`src/rtl/bscp_pkg.sv`:
```
// Purpose : Shared constants and types for the buck switch control block
// Assumes : 40 MHz control clock
// Notes   : Every timing count is derived from its printed time

package bscp_pkg;

   // ----------------------------------------------------------------------
   // Clock and switch timing
   // ----------------------------------------------------------------------
   localparam int CLK_NS      = 25;
   localparam int MIN_ON_NS   = 110;
   localparam int MIN_OFF_NS  = 80;
   localparam int BLANK_NS    = 100;
   localparam int DEAD_NS     = 25;
   localparam int MIN_ON_CYC  = (MIN_ON_NS + CLK_NS - 1) / CLK_NS;
   localparam int MIN_OFF_CYC = (MIN_OFF_NS + CLK_NS - 1) / CLK_NS;
   localparam int BLANK_CYC   = (BLANK_NS + CLK_NS - 1) / CLK_NS;
   localparam int DEAD_CYC    = (DEAD_NS + CLK_NS - 1) / CLK_NS;
   localparam int OSC_KHZ     = 390;
   localparam int PERIOD_CYC  = 1000000 / (OSC_KHZ * CLK_NS);

   // ----------------------------------------------------------------------
   // Start-up and protection timing
   // ----------------------------------------------------------------------
   localparam int SS_US       = 1500;
   localparam int SS_CYC      = SS_US * 1000 / CLK_NS;
   localparam int SS_LEVELS   = 256;
   localparam int HICCUP_MS   = 30;
   localparam int HICCUP_CYC  = HICCUP_MS * 1000000 / CLK_NS;
   localparam int OC_CYCLES   = 128;
   localparam int CNT_W       = 8;

   localparam logic [CNT_W-1:0] MIN_ON_M1  = CNT_W'(MIN_ON_CYC - 1);
   localparam logic [CNT_W-1:0] BLANK_M1   = CNT_W'(BLANK_CYC - 1);
   localparam logic [CNT_W-1:0] DEAD_M1    = CNT_W'(DEAD_CYC - 1);
   localparam logic [CNT_W-1:0] MIN_OFF_V  = CNT_W'(MIN_OFF_CYC);
   localparam logic [7:0]       OC_LAST    = 8'(OC_CYCLES - 1);

   // ----------------------------------------------------------------------
   // Positions of the synchronised pin and comparator inputs
   // ----------------------------------------------------------------------
   localparam int IN_W        = 13;
   localparam int IX_VARIANT  = 0;
   localparam int IX_EN_HI    = 1;
   localparam int IX_EN_LO    = 2;
   localparam int IX_VIN      = 3;
   localparam int IX_VCC      = 4;
   localparam int IX_HOT      = 5;
   localparam int IX_COOL     = 6;
   localparam int IX_SYNC     = 7;
   localparam int IX_HI_CMP   = 8;
   localparam int IX_HI_LIM   = 9;
   localparam int IX_LO_LIM   = 10;
   localparam int IX_ZC       = 11;
   localparam int IX_NEG      = 12;

   typedef enum logic [2:0] {
      ST_OFF, ST_IDLE, ST_HI_ON, ST_DEAD_HL, ST_LO_ON, ST_DEAD_LH, ST_HICCUP
   } bscp_state_t;

endpackage

```
`src/rtl/bscp_sync.sv`:
```
// Purpose : Two-stage synchroniser for a bundle of asynchronous levels
// Assumes : Each bit is an independent slow level
// Notes   : First stage feeds only the second stage
`timescale 1ns/100ps
`default_nettype none

module bscp_sync #(
   parameter int W = 1
) (
   // Clock and reset
   input  wire logic         i_clk,
   input  wire logic         i_reset_n,
   // Levels
   input  wire logic [W-1:0] i_d,
   output logic      [W-1:0] o_q
);

   logic [W-1:0] meta_q;
   logic [W-1:0] meta_d;
   logic [W-1:0] sync_q;
   logic [W-1:0] sync_d;

   always_comb begin
      meta_d = i_d;
      sync_d = meta_q;
   end

   always_ff @(posedge i_clk or negedge i_reset_n) begin
      if (!i_reset_n) begin
         meta_q <= '0;
         sync_q <= '0;
      end else begin
         meta_q <= meta_d;
         sync_q <= sync_d;
      end
   end

   assign o_q = sync_q;

endmodule

`default_nettype wire

```
`src/rtl/bscp_osc.sv`:
```
// Purpose : Internal switching oscillator as a one-cycle tick
// Assumes : Held in restart while the converter is not running (run low)
// Notes   : Tick is registered, so it falls one cycle after the last count of each period
`timescale 1ns/100ps
`default_nettype none

module bscp_osc #(
   parameter int PERIOD = 102
) (
   // Clock and reset
   input  wire logic i_clk,
   input  wire logic i_reset_n,
   // Control
   input  wire logic i_run,
   output logic      o_tick
);

   localparam int W = $clog2(PERIOD + 1);
   localparam logic [W-1:0] LAST = W'(PERIOD - 1);

   logic [W-1:0] cnt_q;
   logic [W-1:0] cnt_d;
   logic         tick_q;
   logic         tick_d;

   always_comb begin
      cnt_d  = cnt_q + 1'b1;
      tick_d = 1'b0;
      if (!i_run) begin
         cnt_d = '0;
      end else if (cnt_q == LAST) begin
         cnt_d  = '0;
         tick_d = 1'b1;
      end
   end

   always_ff @(posedge i_clk or negedge i_reset_n) begin
      if (!i_reset_n) begin
         cnt_q  <= '0;
         tick_q <= 1'b0;
      end else begin
         cnt_q  <= cnt_d;
         tick_q <= tick_d;
      end
   end

   assign o_tick = tick_q;

endmodule

`default_nettype wire

```
`src/rtl/bscp_ctrl.sv`:
```
// Purpose : Switch sequencer and protection for a synchronous step-down stage
// Assumes : All comparator and pin inputs are asynchronous levels
// Notes   : Gates are registered; long counts shortened by parameters
//
// Operation
// RQ1 - Stop when hot, resume below cool level
// RQ2 - Enable below low threshold forces shutdown
// RQ3 - Either supply lockout turns the controller off
// RQ4 - Activate only with enable and both supplies good
// RQ5 - Light-load variant runs discontinuous at light load
// RQ6 - Discontinuous: low switch off at zero cross
// RQ7 - Light-load variant skips cycles at minimum demand
// RQ8 - Sync clock ignored in pulse-frequency mode
// RQ9 - Fixed variant never skips, allows negative current
// RQ10 - Fixed variant always accepts sync clock
// RQ11 - Negative floor hit: low switch off till cycle
// RQ12 - Blank high current compare after high turn-on
// RQ13 - End on-time when current exceeds clamped error
// RQ14 - Hold low switch while above its ceiling
// RQ15 - Low ceiling only after high ceiling trip
// RQ16 - Dead time after low off before high on
// RQ17 - 128 overcurrent cycles: 30 ms off, restart
// RQ18 - Repeated overcurrent repeats a full hiccup
// RQ19 - Every start ramps through 1.5 ms soft-start
// RQ20 - Enforce minimum on-time and minimum off-time
// RQ21 - Accepted sync rising edge starts each cycle
// RQ22 - Dead time after high off before low on
// RQ23 - Static select picks light-load or fixed variant
// RQ24 - Overcurrent count clears on clean cycle, shutdown
`timescale 1ns/100ps
`default_nettype none

module bscp_ctrl #(
   parameter int SS_CYC     = bscp_pkg::SS_CYC,
   parameter int HICCUP_CYC = bscp_pkg::HICCUP_CYC,
   parameter int PERIOD_CYC = bscp_pkg::PERIOD_CYC
) (
   // Clock and reset
   input  wire logic       i_clk,
   input  wire logic       i_reset_n,
   // Variant strap
   input  wire logic       i_variant_fixed,
   // Enable and supply comparators
   input  wire logic       i_en_above,
   input  wire logic       i_en_below,
   input  wire logic       i_vin_ok,
   input  wire logic       i_vcc_ok,
   // Thermal comparators
   input  wire logic       i_over_temperature_trip,
   input  wire logic       i_temp_cool,
   // External clock on the enable pin
   input  wire logic       i_sync_clk,
   // Current comparators
   input  wire logic       i_hi_cur_over,
   input  wire logic       i_hi_ceiling_trip,
   input  wire logic       i_lo_ceiling_over,
   input  wire logic       i_zero_cross,
   input  wire logic       i_neg_floor,
   input  wire logic       i_light_load,
   // Switch gates
   output logic            o_high_side_switch,
   output logic            o_low_side_switch,
   // Status
   output logic [7:0]      o_ss_level,
   output logic            o_ss_done,
   output logic            o_active,
   output logic            o_pfm,
   output logic            o_hiccup
);

   // ----------------------------------------------------------------------
   // Derived sizes
   // ----------------------------------------------------------------------
   localparam int SS_STEP = SS_CYC / bscp_pkg::SS_LEVELS;
   localparam int SW_W    = $clog2(SS_STEP + 1);
   localparam int HW      = $clog2(HICCUP_CYC + 1);
   localparam int YW      = $clog2(2 * PERIOD_CYC + 1);
   localparam logic [SW_W-1:0] SS_STEP_M1 = SW_W'(SS_STEP - 1);
   localparam logic [HW-1:0]   HIC_LOAD   = HW'(HICCUP_CYC - 1);
   localparam logic [YW-1:0]   SYNC_LOSS  = YW'(2 * PERIOD_CYC);

   // ----------------------------------------------------------------------
   // Input synchronisers
   // ----------------------------------------------------------------------
   logic [bscp_pkg::IN_W-1:0] in_s;

   bscp_sync #(.W(bscp_pkg::IN_W)) u_sync (
      .i_clk     (i_clk),
      .i_reset_n (i_reset_n),
      .i_d       ({i_neg_floor, i_zero_cross, i_lo_ceiling_over,
                   i_hi_ceiling_trip, i_hi_cur_over, i_sync_clk,
                   i_temp_cool, i_over_temperature_trip, i_vcc_ok,
                   i_vin_ok, i_en_below, i_en_above, i_variant_fixed}),
      .o_q       (in_s)
   );

   logic light_s;
   logic light_m_q;
   logic light_q;

   // ----------------------------------------------------------------------
   // State
   // ----------------------------------------------------------------------
   bscp_pkg::bscp_state_t     st_q, st_d;
   logic                      run_q, run_d;
   logic                      hot_q, hot_d;
   logic                      fixed_q, fixed_d;
   logic                      cap_q, cap_d;
   logic [1:0]                capw_q, capw_d;
   logic                      pend_q, pend_d;
   logic                      armed_q, armed_d;
   logic                      seen_q, seen_d;
   logic [7:0]                oc_q, oc_d;
   logic [bscp_pkg::CNT_W-1:0] cnt_q, cnt_d;
   logic [bscp_pkg::CNT_W-1:0] off_q, off_d;
   logic [HW-1:0]             hic_q, hic_d;
   logic [SW_W-1:0]           ssd_q, ssd_d;
   logic [7:0]                ssl_q, ssl_d;
   logic                      syp_q;
   logic [YW-1:0]             syc_q, syc_d;
   logic                      hi_q, lo_q, done_q, act_q, pfm_q, hicq_q;
   logic                      osc_tick, sync_edge, use_sync, tick, lo_oc;
   logic                      stop_lo, on_ok;

   bscp_osc #(.PERIOD(PERIOD_CYC)) u_osc (
      .i_clk     (i_clk),
      .i_reset_n (i_reset_n),
      .i_run     (run_q),
      .o_tick    (osc_tick)
   );

   // ----------------------------------------------------------------------
   // Cycle source
   // ----------------------------------------------------------------------
   always_comb begin
      light_s   = light_q;
      sync_edge = in_s[bscp_pkg::IX_SYNC] & ~syp_q;
      // Sync counts as present while edges keep coming
      syc_d     = sync_edge ? '0 : ((syc_q == SYNC_LOSS) ? syc_q : syc_q + 1'b1);
      use_sync  = (syc_q != SYNC_LOSS) & (fixed_q | ~pfm_q); // RQ8 RQ10
      tick      = use_sync ? sync_edge : osc_tick; // RQ21
      lo_oc     = armed_q & in_s[bscp_pkg::IX_LO_LIM]; // RQ15
   end

   // ----------------------------------------------------------------------
   // Next-state logic
   // ----------------------------------------------------------------------
   always_comb begin
      st_d    = st_q;
      hot_d   = hot_q;
      run_d   = run_q;
      fixed_d = fixed_q;
      // Strap is only valid once the synchroniser has filled
      cap_d   = cap_q | (capw_q == 2'h2); // RQ23
      capw_d  = (capw_q == 2'h2) ? capw_q : capw_q + 2'h1;
      pend_d  = pend_q;
      armed_d = armed_q;
      seen_d  = seen_q;
      oc_d    = oc_q;
      cnt_d   = cnt_q + 1'b1;
      off_d   = (off_q == bscp_pkg::MIN_OFF_V) ? off_q : off_q + 1'b1;
      hic_d   = hic_q;
      stop_lo = 1'b0;
      on_ok   = 1'b0;
      // Strap is caught once, after reset release
      if (!cap_q) fixed_d = in_s[bscp_pkg::IX_VARIANT]; // RQ23
      if (in_s[bscp_pkg::IX_HOT]) hot_d = 1'b1; // RQ1
      else if (in_s[bscp_pkg::IX_COOL]) hot_d = 1'b0; // RQ1
      if (!run_q) begin
         run_d = in_s[bscp_pkg::IX_EN_HI] & in_s[bscp_pkg::IX_VIN]
               & in_s[bscp_pkg::IX_VCC] & ~hot_q & cap_q; // RQ4
      end else if (in_s[bscp_pkg::IX_EN_LO] | ~in_s[bscp_pkg::IX_VIN]
                   | ~in_s[bscp_pkg::IX_VCC] | hot_q) begin
         run_d = 1'b0; // RQ2 RQ3 RQ1
      end
      // Cycle skipping only in the light-load variant
      if (tick & ~(~fixed_q & light_s)) pend_d = 1'b1; // RQ7 RQ9
      case (st_q)
         bscp_pkg::ST_OFF: begin
            oc_d    = '0; // RQ24
            armed_d = 1'b0;
            pend_d  = 1'b0;
            if (run_q) st_d = bscp_pkg::ST_IDLE; // RQ19
         end
         bscp_pkg::ST_IDLE: begin
            if (pend_q) begin
               st_d  = bscp_pkg::ST_DEAD_LH;
               cnt_d = '0;
            end
         end
         bscp_pkg::ST_HI_ON: begin
            off_d = '0;
            // Compare ignored during blanking and minimum on-time
            if (cnt_q >= bscp_pkg::MIN_ON_M1 && cnt_q >= bscp_pkg::BLANK_M1) begin // RQ12 RQ20
               if (in_s[bscp_pkg::IX_HI_CMP] | in_s[bscp_pkg::IX_HI_LIM] | pend_q) begin // RQ13
                  st_d  = bscp_pkg::ST_DEAD_HL;
                  cnt_d = '0;
               end
            end
            if (in_s[bscp_pkg::IX_HI_LIM]) armed_d = 1'b1; // RQ15
         end
         bscp_pkg::ST_DEAD_HL: begin
            if (cnt_q >= bscp_pkg::DEAD_M1) begin // RQ22
               st_d  = bscp_pkg::ST_LO_ON;
               cnt_d = '0;
            end
         end
         bscp_pkg::ST_LO_ON: begin
            if (lo_oc) seen_d = 1'b1;
            stop_lo = fixed_q ? in_s[bscp_pkg::IX_NEG] // RQ11
                              : in_s[bscp_pkg::IX_ZC]; // RQ5 RQ6
            if (stop_lo && !lo_oc) begin
               st_d = bscp_pkg::ST_IDLE;
            end else if (pend_q && !lo_oc) begin // RQ14
               st_d  = bscp_pkg::ST_DEAD_LH;
               cnt_d = '0;
            end
         end
         bscp_pkg::ST_DEAD_LH: begin
            on_ok = (cnt_q >= bscp_pkg::DEAD_M1) && (off_q == bscp_pkg::MIN_OFF_V); // RQ16 RQ20
            if (on_ok) begin
               // A start request arriving now is kept, not lost
               pend_d = tick & ~(~fixed_q & light_s); // RQ21
               seen_d = 1'b0;
               cnt_d  = '0;
               st_d   = bscp_pkg::ST_HI_ON;
               if (!seen_q) begin
                  oc_d    = '0; // RQ24
                  armed_d = 1'b0;
               end else if (oc_q == bscp_pkg::OC_LAST) begin
                  oc_d  = '0; // RQ17
                  st_d  = bscp_pkg::ST_HICCUP;
                  hic_d = HIC_LOAD;
               end else begin
                  oc_d = oc_q + 1'b1;
               end
            end
         end
         bscp_pkg::ST_HICCUP: begin
            pend_d  = 1'b0;
            armed_d = 1'b0;
            hic_d   = hic_q - 1'b1;
            // Restart goes through soft-start again
            if (hic_q == '0) st_d = bscp_pkg::ST_IDLE; // RQ17 RQ18
         end
         default: st_d = bscp_pkg::ST_OFF;
      endcase
      if (!run_q) st_d = bscp_pkg::ST_OFF; // RQ1 RQ2 RQ3
   end

   // ----------------------------------------------------------------------
   // Soft-start ramp
   // ----------------------------------------------------------------------
   always_comb begin
      ssd_d = ssd_q;
      ssl_d = ssl_q;
      if (st_q == bscp_pkg::ST_OFF || st_q == bscp_pkg::ST_HICCUP) begin
         ssd_d = '0; // RQ19
         ssl_d = '0;
      end else if (ssl_q != 8'hff) begin
         ssd_d = ssd_q + 1'b1;
         if (ssd_q == SS_STEP_M1) begin
            ssd_d = '0;
            ssl_d = ssl_q + 8'h01; // RQ19
         end
      end
   end

   // ----------------------------------------------------------------------
   // Registers
   // ----------------------------------------------------------------------
   always_ff @(posedge i_clk or negedge i_reset_n) begin
      if (!i_reset_n) begin
         st_q    <= bscp_pkg::ST_OFF;
         run_q   <= 1'b0;
         hot_q   <= 1'b0;
         fixed_q <= 1'b0;
         cap_q   <= 1'b0;
         capw_q  <= 2'h0;
         pend_q  <= 1'b0;
         armed_q <= 1'b0;
         seen_q  <= 1'b0;
         oc_q    <= '0;
         cnt_q   <= '0;
         off_q   <= '0;
         hic_q   <= '0;
         ssd_q   <= '0;
         ssl_q   <= '0;
         syp_q   <= 1'b0;
         syc_q   <= '0;
         light_m_q <= 1'b0;
         light_q <= 1'b0;
         hi_q    <= 1'b0;
         lo_q    <= 1'b0;
         done_q  <= 1'b0;
         act_q   <= 1'b0;
         pfm_q   <= 1'b0;
         hicq_q  <= 1'b0;
      end else begin
         st_q    <= st_d;
         run_q   <= run_d;
         hot_q   <= hot_d;
         fixed_q <= fixed_d;
         cap_q   <= cap_d;
         capw_q  <= capw_d;
         pend_q  <= pend_d;
         armed_q <= armed_d;
         seen_q  <= seen_d;
         oc_q    <= oc_d;
         cnt_q   <= cnt_d;
         off_q   <= off_d;
         hic_q   <= hic_d;
         ssd_q   <= ssd_d;
         ssl_q   <= ssl_d;
         syp_q   <= in_s[bscp_pkg::IX_SYNC];
         syc_q   <= syc_d;
         light_m_q <= i_light_load;
         light_q <= light_m_q;
         hi_q    <= (st_d == bscp_pkg::ST_HI_ON);
         lo_q    <= (st_d == bscp_pkg::ST_LO_ON);
         done_q  <= (ssl_d == 8'hff);
         act_q   <= (st_d != bscp_pkg::ST_OFF) && (st_d != bscp_pkg::ST_HICCUP);
         pfm_q   <= ~fixed_d & light_s & run_d;
         hicq_q  <= (st_d == bscp_pkg::ST_HICCUP);
      end
   end

   assign o_high_side_switch = hi_q;
   assign o_low_side_switch  = lo_q;
   assign o_ss_level         = ssl_q;
   assign o_ss_done          = done_q;
   assign o_active           = act_q;
   assign o_pfm              = pfm_q;
   assign o_hiccup           = hicq_q;
endmodule

`default_nettype wire

```
`config.mk`:
```
export PLATFORM = sky130hd
export DESIGN_NAME = bscp_ctrl
export DESIGN_NICKNAME = d
export VERILOG_FILES = /design/src/rtl/bscp_pkg.sv /design/src/rtl/bscp_sync.sv /design/src/rtl/bscp_osc.sv /design/src/rtl/bscp_ctrl.sv
export SDC_FILE = /design/constraint.sdc
export NUM_CORES = 1
export LEC_CHECK = 0
export BUFFER_PORTS_ARGS = -buffer_cell sky130_fd_sc_hd__buf_4
export CAP_MARGIN = 20
export CORE_MARGIN = 4
export CORE_UTILIZATION = 55
export CTS_BUF_LIST = sky130_fd_sc_hd__clkbuf_8
export DETAILED_ROUTE_END_ITERATION = 7
export GPL_ROUTABILITY_DRIVEN = 0
export PLACE_DENSITY = 0.73
export SLEW_MARGIN = 20
export SYNTH_ARGS = -nofsm -noshare
export SYNTH_HDL_FRONTEND = slang
export SYNTH_SLANG_ARGS = --single-unit
```
`constraint.sdc`:
```
create_clock -name i_clk -period 2.7 [get_ports i_clk]
set_input_delay 0.405 -clock i_clk [delete_from_list [all_inputs] [get_ports i_clk]]
set_output_delay 0.405 -clock i_clk [all_outputs]
set_load 0.005 [all_outputs]
```
=== Word level (Yosys, flattened, before mapping) ===
Cells that the tools add are included.

* Output and inout bits: 14
* Bits in registers: 124
* Input port bits: 16
* Word-level logic and storage cells: 174
* Memories kept: 0
* Latch bits: 0
* Memory bits (read-only): 0
* Bits in writable memories: 0

* Shifts and indexed selects: 0
* Reductions and logical operators: 21
* $add $sub $neg: 9
* Multiplexer cells: 59
* $mul: 0
* Equal/unequal tests: 27
* Order comparisons: 3
* Divide/modulo/power cells: 0
* Bitwise logic cells: 26

{| class="wikitable"
|+ Operator list
! cell !! number
|-
| two-way mux 8 bit || 20
|-
| two-way mux 21 bit || 3
|-
| adder 8 x 1 -> 8 bit (second input constant) || 6
|-
| one-hot mux 21 bit (2 select lines) || 1
|-
| one-hot mux 8 bit (5 select lines) || 1
|-
| two-way mux 3 bit || 11
|-
| equality test 8 bit (second input constant) || 3
|-
| logical NOT 21 bit || 1
|-
| one-hot mux 3 bit (7 select lines) || 1
|-
| subtractor 21 x 1 -> 21 bit (second input constant) || 1
|-
| two-way mux 1 bit || 16
|-
| inequality test 8 bit (second input constant) || 2
|-
| one-hot mux 8 bit (2 select lines) || 1
|-
| equality test 3 bit (second input constant) || 5
|-
| two-way mux 7 bit || 2
|-
| inequality test 2 bit (second input constant) || 6
|-
| bitwise AND 1 bit || 11
|-
| nonzero test 2 bit || 5
|-
| equality test 3 x 2 -> 1 bit (second input constant) || 3
|-
| equality test 8 x 3 -> 1 bit (second input constant) || 1
|-
| equality test 8 x 7 -> 1 bit (second input constant) || 1
|-
| >= comparator 8 x 1 -> 1 bit (second input constant) || 1
|-
| >= comparator 8 x 2 -> 1 bit (second input constant) || 1
|-
| >= comparator 8 x 3 -> 1 bit (second input constant) || 1
|-
| other kinds (20) || 41
|}

=== Depth between registers and ports, before layout ===
Gate-level depths: netlist (run 1).

* Depth after elaboration: 9
* Mapped depth: 8
* Gate-level depth less buffers: 7

=== Cells and area by module ===
From an unflattened synthesis (run 1), not the netlist that was laid out.

* Cell total of the unflattened synthesis: 576
* Area, all modules: 5915.7 µm²

{| class="wikitable"
|+ By module, submodules not included
! module !! seq. area each (µm²) !! cells an instance !! instances !! area an instance (µm²)
|-
| bscp_ctrl || 2252.2 || 515 || 1 || 4898.4
|-
| bscp_sync || 650.6 || 26 || 1 || 650.6
|-
| bscp_osc || 200.2 || 35 || 1 || 366.6
|}

=== Worst setup path after synthesis (run 1) ===
No wires, ideal clock.

* Path kind: reg2reg
* Start point: register hic_q[0]
* End point: register hic_q[16]
* Required time: 2.622 ns
* Setup slack: 0.735 ns
* Stages on the path, launching flop included: 8
* Arrival: 1.888 ns
* Path buffers: 0
* Period minus slack after synthesis: 1.965 ns
* Setup time: 0.078 ns
* Cell sequence: dfrtp_1 > inv_1 > ha_1 > nor3b_2 > nand4_4 > nor4_4 > or3b_1 > a21oi_1

* Longest elaborated chain between the ends: 2

{| class="wikitable"
|+ Ends and longest elaborated chain
! item !! line !! RTL
|-
| start, declared || bscp_ctrl.sv:116 || <nowiki>logic [HW-1:0] hic_q, hic_d;</nowiki>
|-
| start signal, assigned || bscp_ctrl.sv:312 || <nowiki>hic_q <= hic_d;</nowiki>
|-
| subtractor 21 x 1 -> 21 bit || bscp_ctrl.sv:242 || <nowiki>hic_d = hic_q - 1'b1;</nowiki>
|-
| one-hot mux 21 bit (2 select lines) || bscp_ctrl.sv:178 || <nowiki>case (st_q)</nowiki>
|}

Every way passes these cells.
A chain may end at the register's enable or synchronous reset.

=== Worst setup path in the final report (run 1) ===
* Start point: register hic_q[0]
* End point: register hic_q[18]

The elaborated chain is that of the path after synthesis.

==> impl_metrics.toml, run 1 <==
[drt]
vias = 4419
wl_per_cell_microns = 15.0
drtIter0Drc = 285
drt-pass1-iter-count = 5
wirelength_microns = 11400
viasPerCell = 5.81
ant_nets = 0
drc = 0

[grt]
grt_max_degree = 60
antenna_found_initial = 0
grt_pass1_vias = 4330
overflow = 0
grt_pass1_wl_microns = 20200
grt_util_all_layers = 0.202

[finish]
final.fill_count = 827
regArea_sq_um = 3100
max_flop_register = "hic_q"
layout-drive-gt1-share = 0.146
diodes = 0
fin_cells = 760
multi_input_area_sq_um = 2570
largest_register_ffs = 21
final_area_sq_um = 6620
area_growth_pct = 13.9
nets = 643
final_core_util = 0.641

[pwr]
clkPwrFrac = 0.383
p_comb_frac = 0.099
internal_power_w = 0.00299
p_sw_frac = 0.274
seqPwrFrac = 0.518
power.total_w = 0.00412
power.density_nw_per_um2 = 622
max-vdd-ir-drop_uv = 481
power.switching_w = 0.00113
leakagePower_nw = 2.94

[critical_path]
cpMaxStageDelayCell = "dfrtp_1"
cp_top_family = "simple AND/OR/NAND/NOR gates"
cpPeakStageDelay_ns = 0.43
startpoint_type = "flop"
crit_path_end_kind = "flop"
startpoint = "hic_q[0]"
crit_end = "hic_q[18]"
reg2reg_to = "hic_q[18]"
regToRegStartpoint = "hic_q[0]"
reg2reg_depth = 7
crit_type = "reg2reg"
crit_required_ns = 3.07
critPathMaxFanout = 6
crit_chain = "inv_1, ha_1, nor3b_2, nand4_4, nor4_4, or3b_1, a21oi_1"
critPathBufInv = 1
reg2reg_slack_ns = 0.49
worstSetupPathDepth = 7
arrival_ns = 2.58

[timing]
hold_viol = 0
rsz0062_at_grt = "false"
finalCritPeriodShare = 0.819
clock.fmax_mhz = 452
setup_tns_ns = 0
setup_viol = 0
tightest_slew_ns = 0.823
slew_headroom = 0.446
slew_viol_final = 0
final.setup_skew_ns = 0.0103
min_period_ns = 2.21

[clock_network]
h-tree-depth = 4
cts_tree = "yes"
path_clk_slew_ns = 0.08
cts_hold_buf = 1
cts-root-buf = "clkbuf_8"
cts_resized = 0
cts_buffer_depth = 2
clock_latency_ns = 0.45
cts_buffers = 17
clkSinkCount = 124
postCtsSetupBuffers = 0

[die]
pin_count = 30
die_area_sq_um = 12300
die_h_microns = 111
die_x_microns = 111
initial_core_util = 0.563
fp.coreArea_sq_um = 10300
num_rows = 37

[logic_synthesis]
yosys-top-cells-area = "dfrtp_1 (53%), nor2_1 (4.6%), ha_1 (3.2%)"
netlist_area_sq_um = 5820
syn_inst = 567
synth_edf_count = 0
ys.warnings.count = 0
yosysTopAreaCell = "dfrtp_1"
synth_most_common_cell = "dfrtp_1"
synth_seq_area_share = 0.533
synth_area_per_cell_sq_um = 10.3
synth_common_cells = "dfrtp_1 (124), nor2_1 (71), a21oi_1 (37)"
synth_top_area_frac = 0.533
synthArstFlopShare = 1.00
syn_nets = 598
ys_ff_latch = 124
synth.distinct_cells = 60
synth_ff_type = "dfrtp_1"

[status]
status = "complete, no violations"

[placement]
numPlacedInstances = 728
port_buffers = 29
placed_area_sq_um = 6230
dpl.hpwl_microns = 7920

[flow_run]
cap_violations = 0

[hold_path]
hold_path_class = "in2reg"
## layout by cell type, fill, tap and decap left out, types with 4 or more instances in the layout
cell type / Yosys / routed
a211oi_1: 4 / 4
buf_4: 1 / 38
nor4_1: 9 / 9
nand2_1: 33 / 33
dfrtp_1: 124 / 124
a21oi_1: 37 / 37
xnor2_1: 16 / 16
o31ai_1: 10 / 10
and2_1: 7 / 7
nand3_1: 22 / 22
ha_1: 15 / 15
or4_1: 5 / 5
o21ai_0: 28 / 28
nand4_1: 11 / 11
nand2b_1: 5 / 5
inv_1: 21 / 22
nor3_1: 16 / 16
clkbuf_8: 0 / 17
nor2b_1: 5 / 5
o211ai_1: 4 / 4
nor2_1: 71 / 71
or2_2: 7 / 7
or3_1: 8 / 8
nand3b_1: 4 / 4
o41ai_1: 4 / 4
a31oi_1: 11 / 11
xor2_1: 13 / 13
a21o_1: 4 / 4
a41oi_1: 4 / 4
and3_1: 8 / 8
## worst min-delay path by stage
stage,from,end,cells past startpoint
global placement,u_sync.meta_q[6],u_sync.o_q[6],0
floorplan,i_reset_n,armed_q,0
global route,i_temp_cool,u_sync.meta_q[6],1
CTS,i_sync_clk,u_sync.meta_q[7],1
detailed placement,light_m_q,light_q,0
finish,i_sync_clk,u_sync.meta_q[7],1
## layout make-up
type                            count  share of cell area
Clock buffer                       17              0.0353
Clock inverter                     14              0.0221
Inverter                           21              0.0119
Multi-Input combinational cell    408               0.389
Sequential cell                   124               0.469
Tap cell                          136              0.0257
Timing Repair Buffer               40              0.0476
## worst register-to-register path, delay by kind of cell, from the launching register on
family	cells	cell delay (ns)
fa+ha+maj	1	0.19
flops	1	0.43
simple gates	4	1.28
buf+inv	1	0.10
compound gates	1	0.15
## kinds of logic after synthesis
family,synth area share
compound gates,0.128
flops,0.533
buf+inv,0.0239
fa+ha+maj,0.0323
xor+xnor,0.0437
mux,0.0110
simple gates,0.228
## power groups by stage
stage	clock network [W]	logic, W	registers, W
after global placement	0	0.000394	0.00216
after global routing	0.00173	0.000475	0.00216
after floorplan	0	0.000296	0.00213
after CTS	0.00162	0.000417	0.00213
final	0.00158	0.000408	0.00213
after detailed placement	0	0.000413	0.00217
## per-layer routing
metal  global-route usage  share of wire  up-vias
met5                    0              0        -
met4               0.0829          0.024        0
met3               0.0600          0.046       31
met2                0.318           0.48      118
met1                0.263           0.45     2135
li1                     -              -     2135
## stage by stage
step	hold slack (ns)	worst slack [ns]
2_1_floorplan	0.109	0.735
3_3_place_gp	0.333	0.624
3_5_place_dp	0.335	0.514
4_1_cts	0.0315	0.488
5_1_grt	0.0219	0.332
6_report	0.0593	0.489
(Power assumes the default switching activity.)
==> inputs of run 2 (changes only) <==
--- a/config.mk
+++ b/config.mk
@@ -12,7 +12,7 @@
 export CTS_BUF_LIST = sky130_fd_sc_hd__clkbuf_8
 export DETAILED_ROUTE_END_ITERATION = 7
 export GPL_ROUTABILITY_DRIVEN = 0
-export PLACE_DENSITY = 0.73
+export PLACE_DENSITY = 0.76
 export SLEW_MARGIN = 20
 export SYNTH_ARGS = -nofsm -noshare
 export SYNTH_HDL_FRONTEND = slang
==> constraint.sdc (replaced) <==
create_clock -name i_clk -period 1.85 [get_ports i_clk]
set_input_delay 0.2775 -clock i_clk [delete_from_list [all_inputs] [get_ports i_clk]]
set_output_delay 0.2775 -clock i_clk [all_outputs]
set_load 0.005 [all_outputs]
==> run 2 against run 1 <==
The flow now finishes with violations (setup timing). Final area up 14%. Critical path depth down 1. Maximum frequency rose by 10%. Clock skew grew 0.00053 ns. Highest routed layer unchanged. Critical endpoint is now hic_q[16].
==> impl_metrics.toml, run 2 (synthesized netlist as in run 1, its figures left out) <==
[status]
status = "finished, violations left"
violations = "setup timing"

[die]
die_area_sq_um = 12300
die_h_microns = 111
die_x_microns = 111
num_rows = 37
pin_count = 30
fp.coreArea_sq_um = 10300
initial_core_util = 0.563

[pwr]
power.total_w = 0.00608
max-vdd-ir-drop_uv = 496
power.density_nw_per_um2 = 804
leakagePower_nw = 3.42

[timing]
finalCritPeriodShare = 1.09
whs_ns = 0.349
min_period_ns = 2.01
clock.fmax_mhz = 498
final.setup_skew_ns = 0.0109
slew_viol_final = 0
fin_ws_ns = -0.157
setup_viol = 8
hold_viol = 0
tightest_slew_ns = 0.688
rsz0062_at_grt = "true"
slew_headroom = 0.536

[clock_network]
cts_tree = "yes"
cts_buffers = 17
cts-root-buf = "clkbuf_8"
clkSinkCount = 124
path_clk_slew_ns = 0.07
cts_buffer_depth = 2
clock_latency_ns = 0.46
h-tree-depth = 4

[finish]
layout-drive-gt1-share = 0.297
nets = 736
layout_commonest_cell = "dfrtp_1"
area_growth_pct = 29.9
diodes = 0
final.fill_count = 713
max_flop_register = "hic_q"
layout_common_cells = "dfrtp_1 (122), buf_4 (116), nor2_1 (68)"
final_area_sq_um = 7560
largest_register_ffs = 21

[placement]
dpl.hpwl_microns = 8920
placed_area_sq_um = 6730
port_buffers = 29
place_ws_ns = -0.117

[flow_run]
cap_violations = 0

[critical_path]
startpoint_type = "flop"
critPathMaxFanout = 4
arrival_ns = 2.33
crit_required_ns = 2.17
crit_path_end_kind = "flop"
crit_type = "reg2reg"

[drt]
drtIter0Drc = 333
vias = 4849
wirelength_microns = 13500
drt-pass1-iter-count = 7
drc = 0
ant_nets = 0
wl_per_cell_microns = 15.8
viasPerCell = 5.68

[grt]
grt_pass1_wl_microns = 22500
grt_util_all_layers = 0.223
overflow = 0
grt_max_degree = 125
antenna_found_initial = 0
grt_pass1_vias = 4952

[hold_path]
hold_path_class = "reg2reg"
run 2: changes by cell type in the layout (fill, tap and decap cells not counted), moves of 5 or more:
cell	previous run	this run
a21oi_1	37	32
buf_4	38	116
a21oi_2	0	5
o21ai_0	28	23
dlygate4sd3_1	1	15
run 2: metal layers:
metal	track usage	part of all wire	routed length, microns
met5	0	0	0
met4	0.114	0.036	483
met3	0.0497	0.043	581
met2	0.371	0.51	6850
met1	0.273	0.41	5600
run 2: final cells by class:
class / instances / area [sq um] / share of cell area
flip-flops and latches: 124 / 3110 / 0.411
multi-input cells: 408 / 2800 / 0.370
repair buffers: 133 / 1050 / 0.139
clock buffers: 17 / 234 / 0.0310
well taps: 136 / 170 / 0.0225
clock inverters: 15 / 120 / 0.0159
inverters: 21 / 78.8 / 0.0104
run 2: metrics by stage:
stage	instances	setup TNS, ns	utilization
6_report	854	-0.438	0.732
5_1_grt	854	-1.54	0.732
4_1_cts	847	-0.390	0.712
3_5_place_dp	793	-0.944	0.652
3_3_place_gp	793	-0.189	0.652
2_1_floorplan	567	-0.251	-
run 2: worst paths after layout:
kind                                        from            end  slack, ns  depth (start not counted)
worst min-delay path            u_sync.meta_q[1]  u_sync.o_q[1]       0.35                          0
worst max register to register           oc_q[1]      hic_q[16]      -0.16                          6
worst min register to register  u_sync.meta_q[1]  u_sync.o_q[1]       0.35                          0
max in group asynchronous              i_reset_n       hic_q[3]       0.87                          3
worst max-delay path                     oc_q[1]      hic_q[16]      -0.16                          6
min in group asynchronous              i_reset_n       cnt_q[5]       0.47                          3
run 2: report_power, final:
part,switching [W],internal [W]
clock,0.00114,0.000942
sequential,0.000167,0.00291
combinational,0.000468,0.000451
total,0.00177,0.00430
run 2: repair_timing:
item                                    4_1_cts  5_1_grt
gates resized for setup                      13       42
endpoints found under the hold margin       138        0
endpoints found under the setup margin       20       43
hold buffers                                 15        0
gates cloned                                  0        0
pin swaps                                     6       10
buffers inserted                              7        7
run 2: critical path, stage by stage (launching register included):
cell and delay (ns):
dfrtp_1 0.36, ha_2 0.19, nand3_1 0.12, o31a_1 0.40, or2_4 0.28, o41ai_1 0.43
a21oi_2 0.11
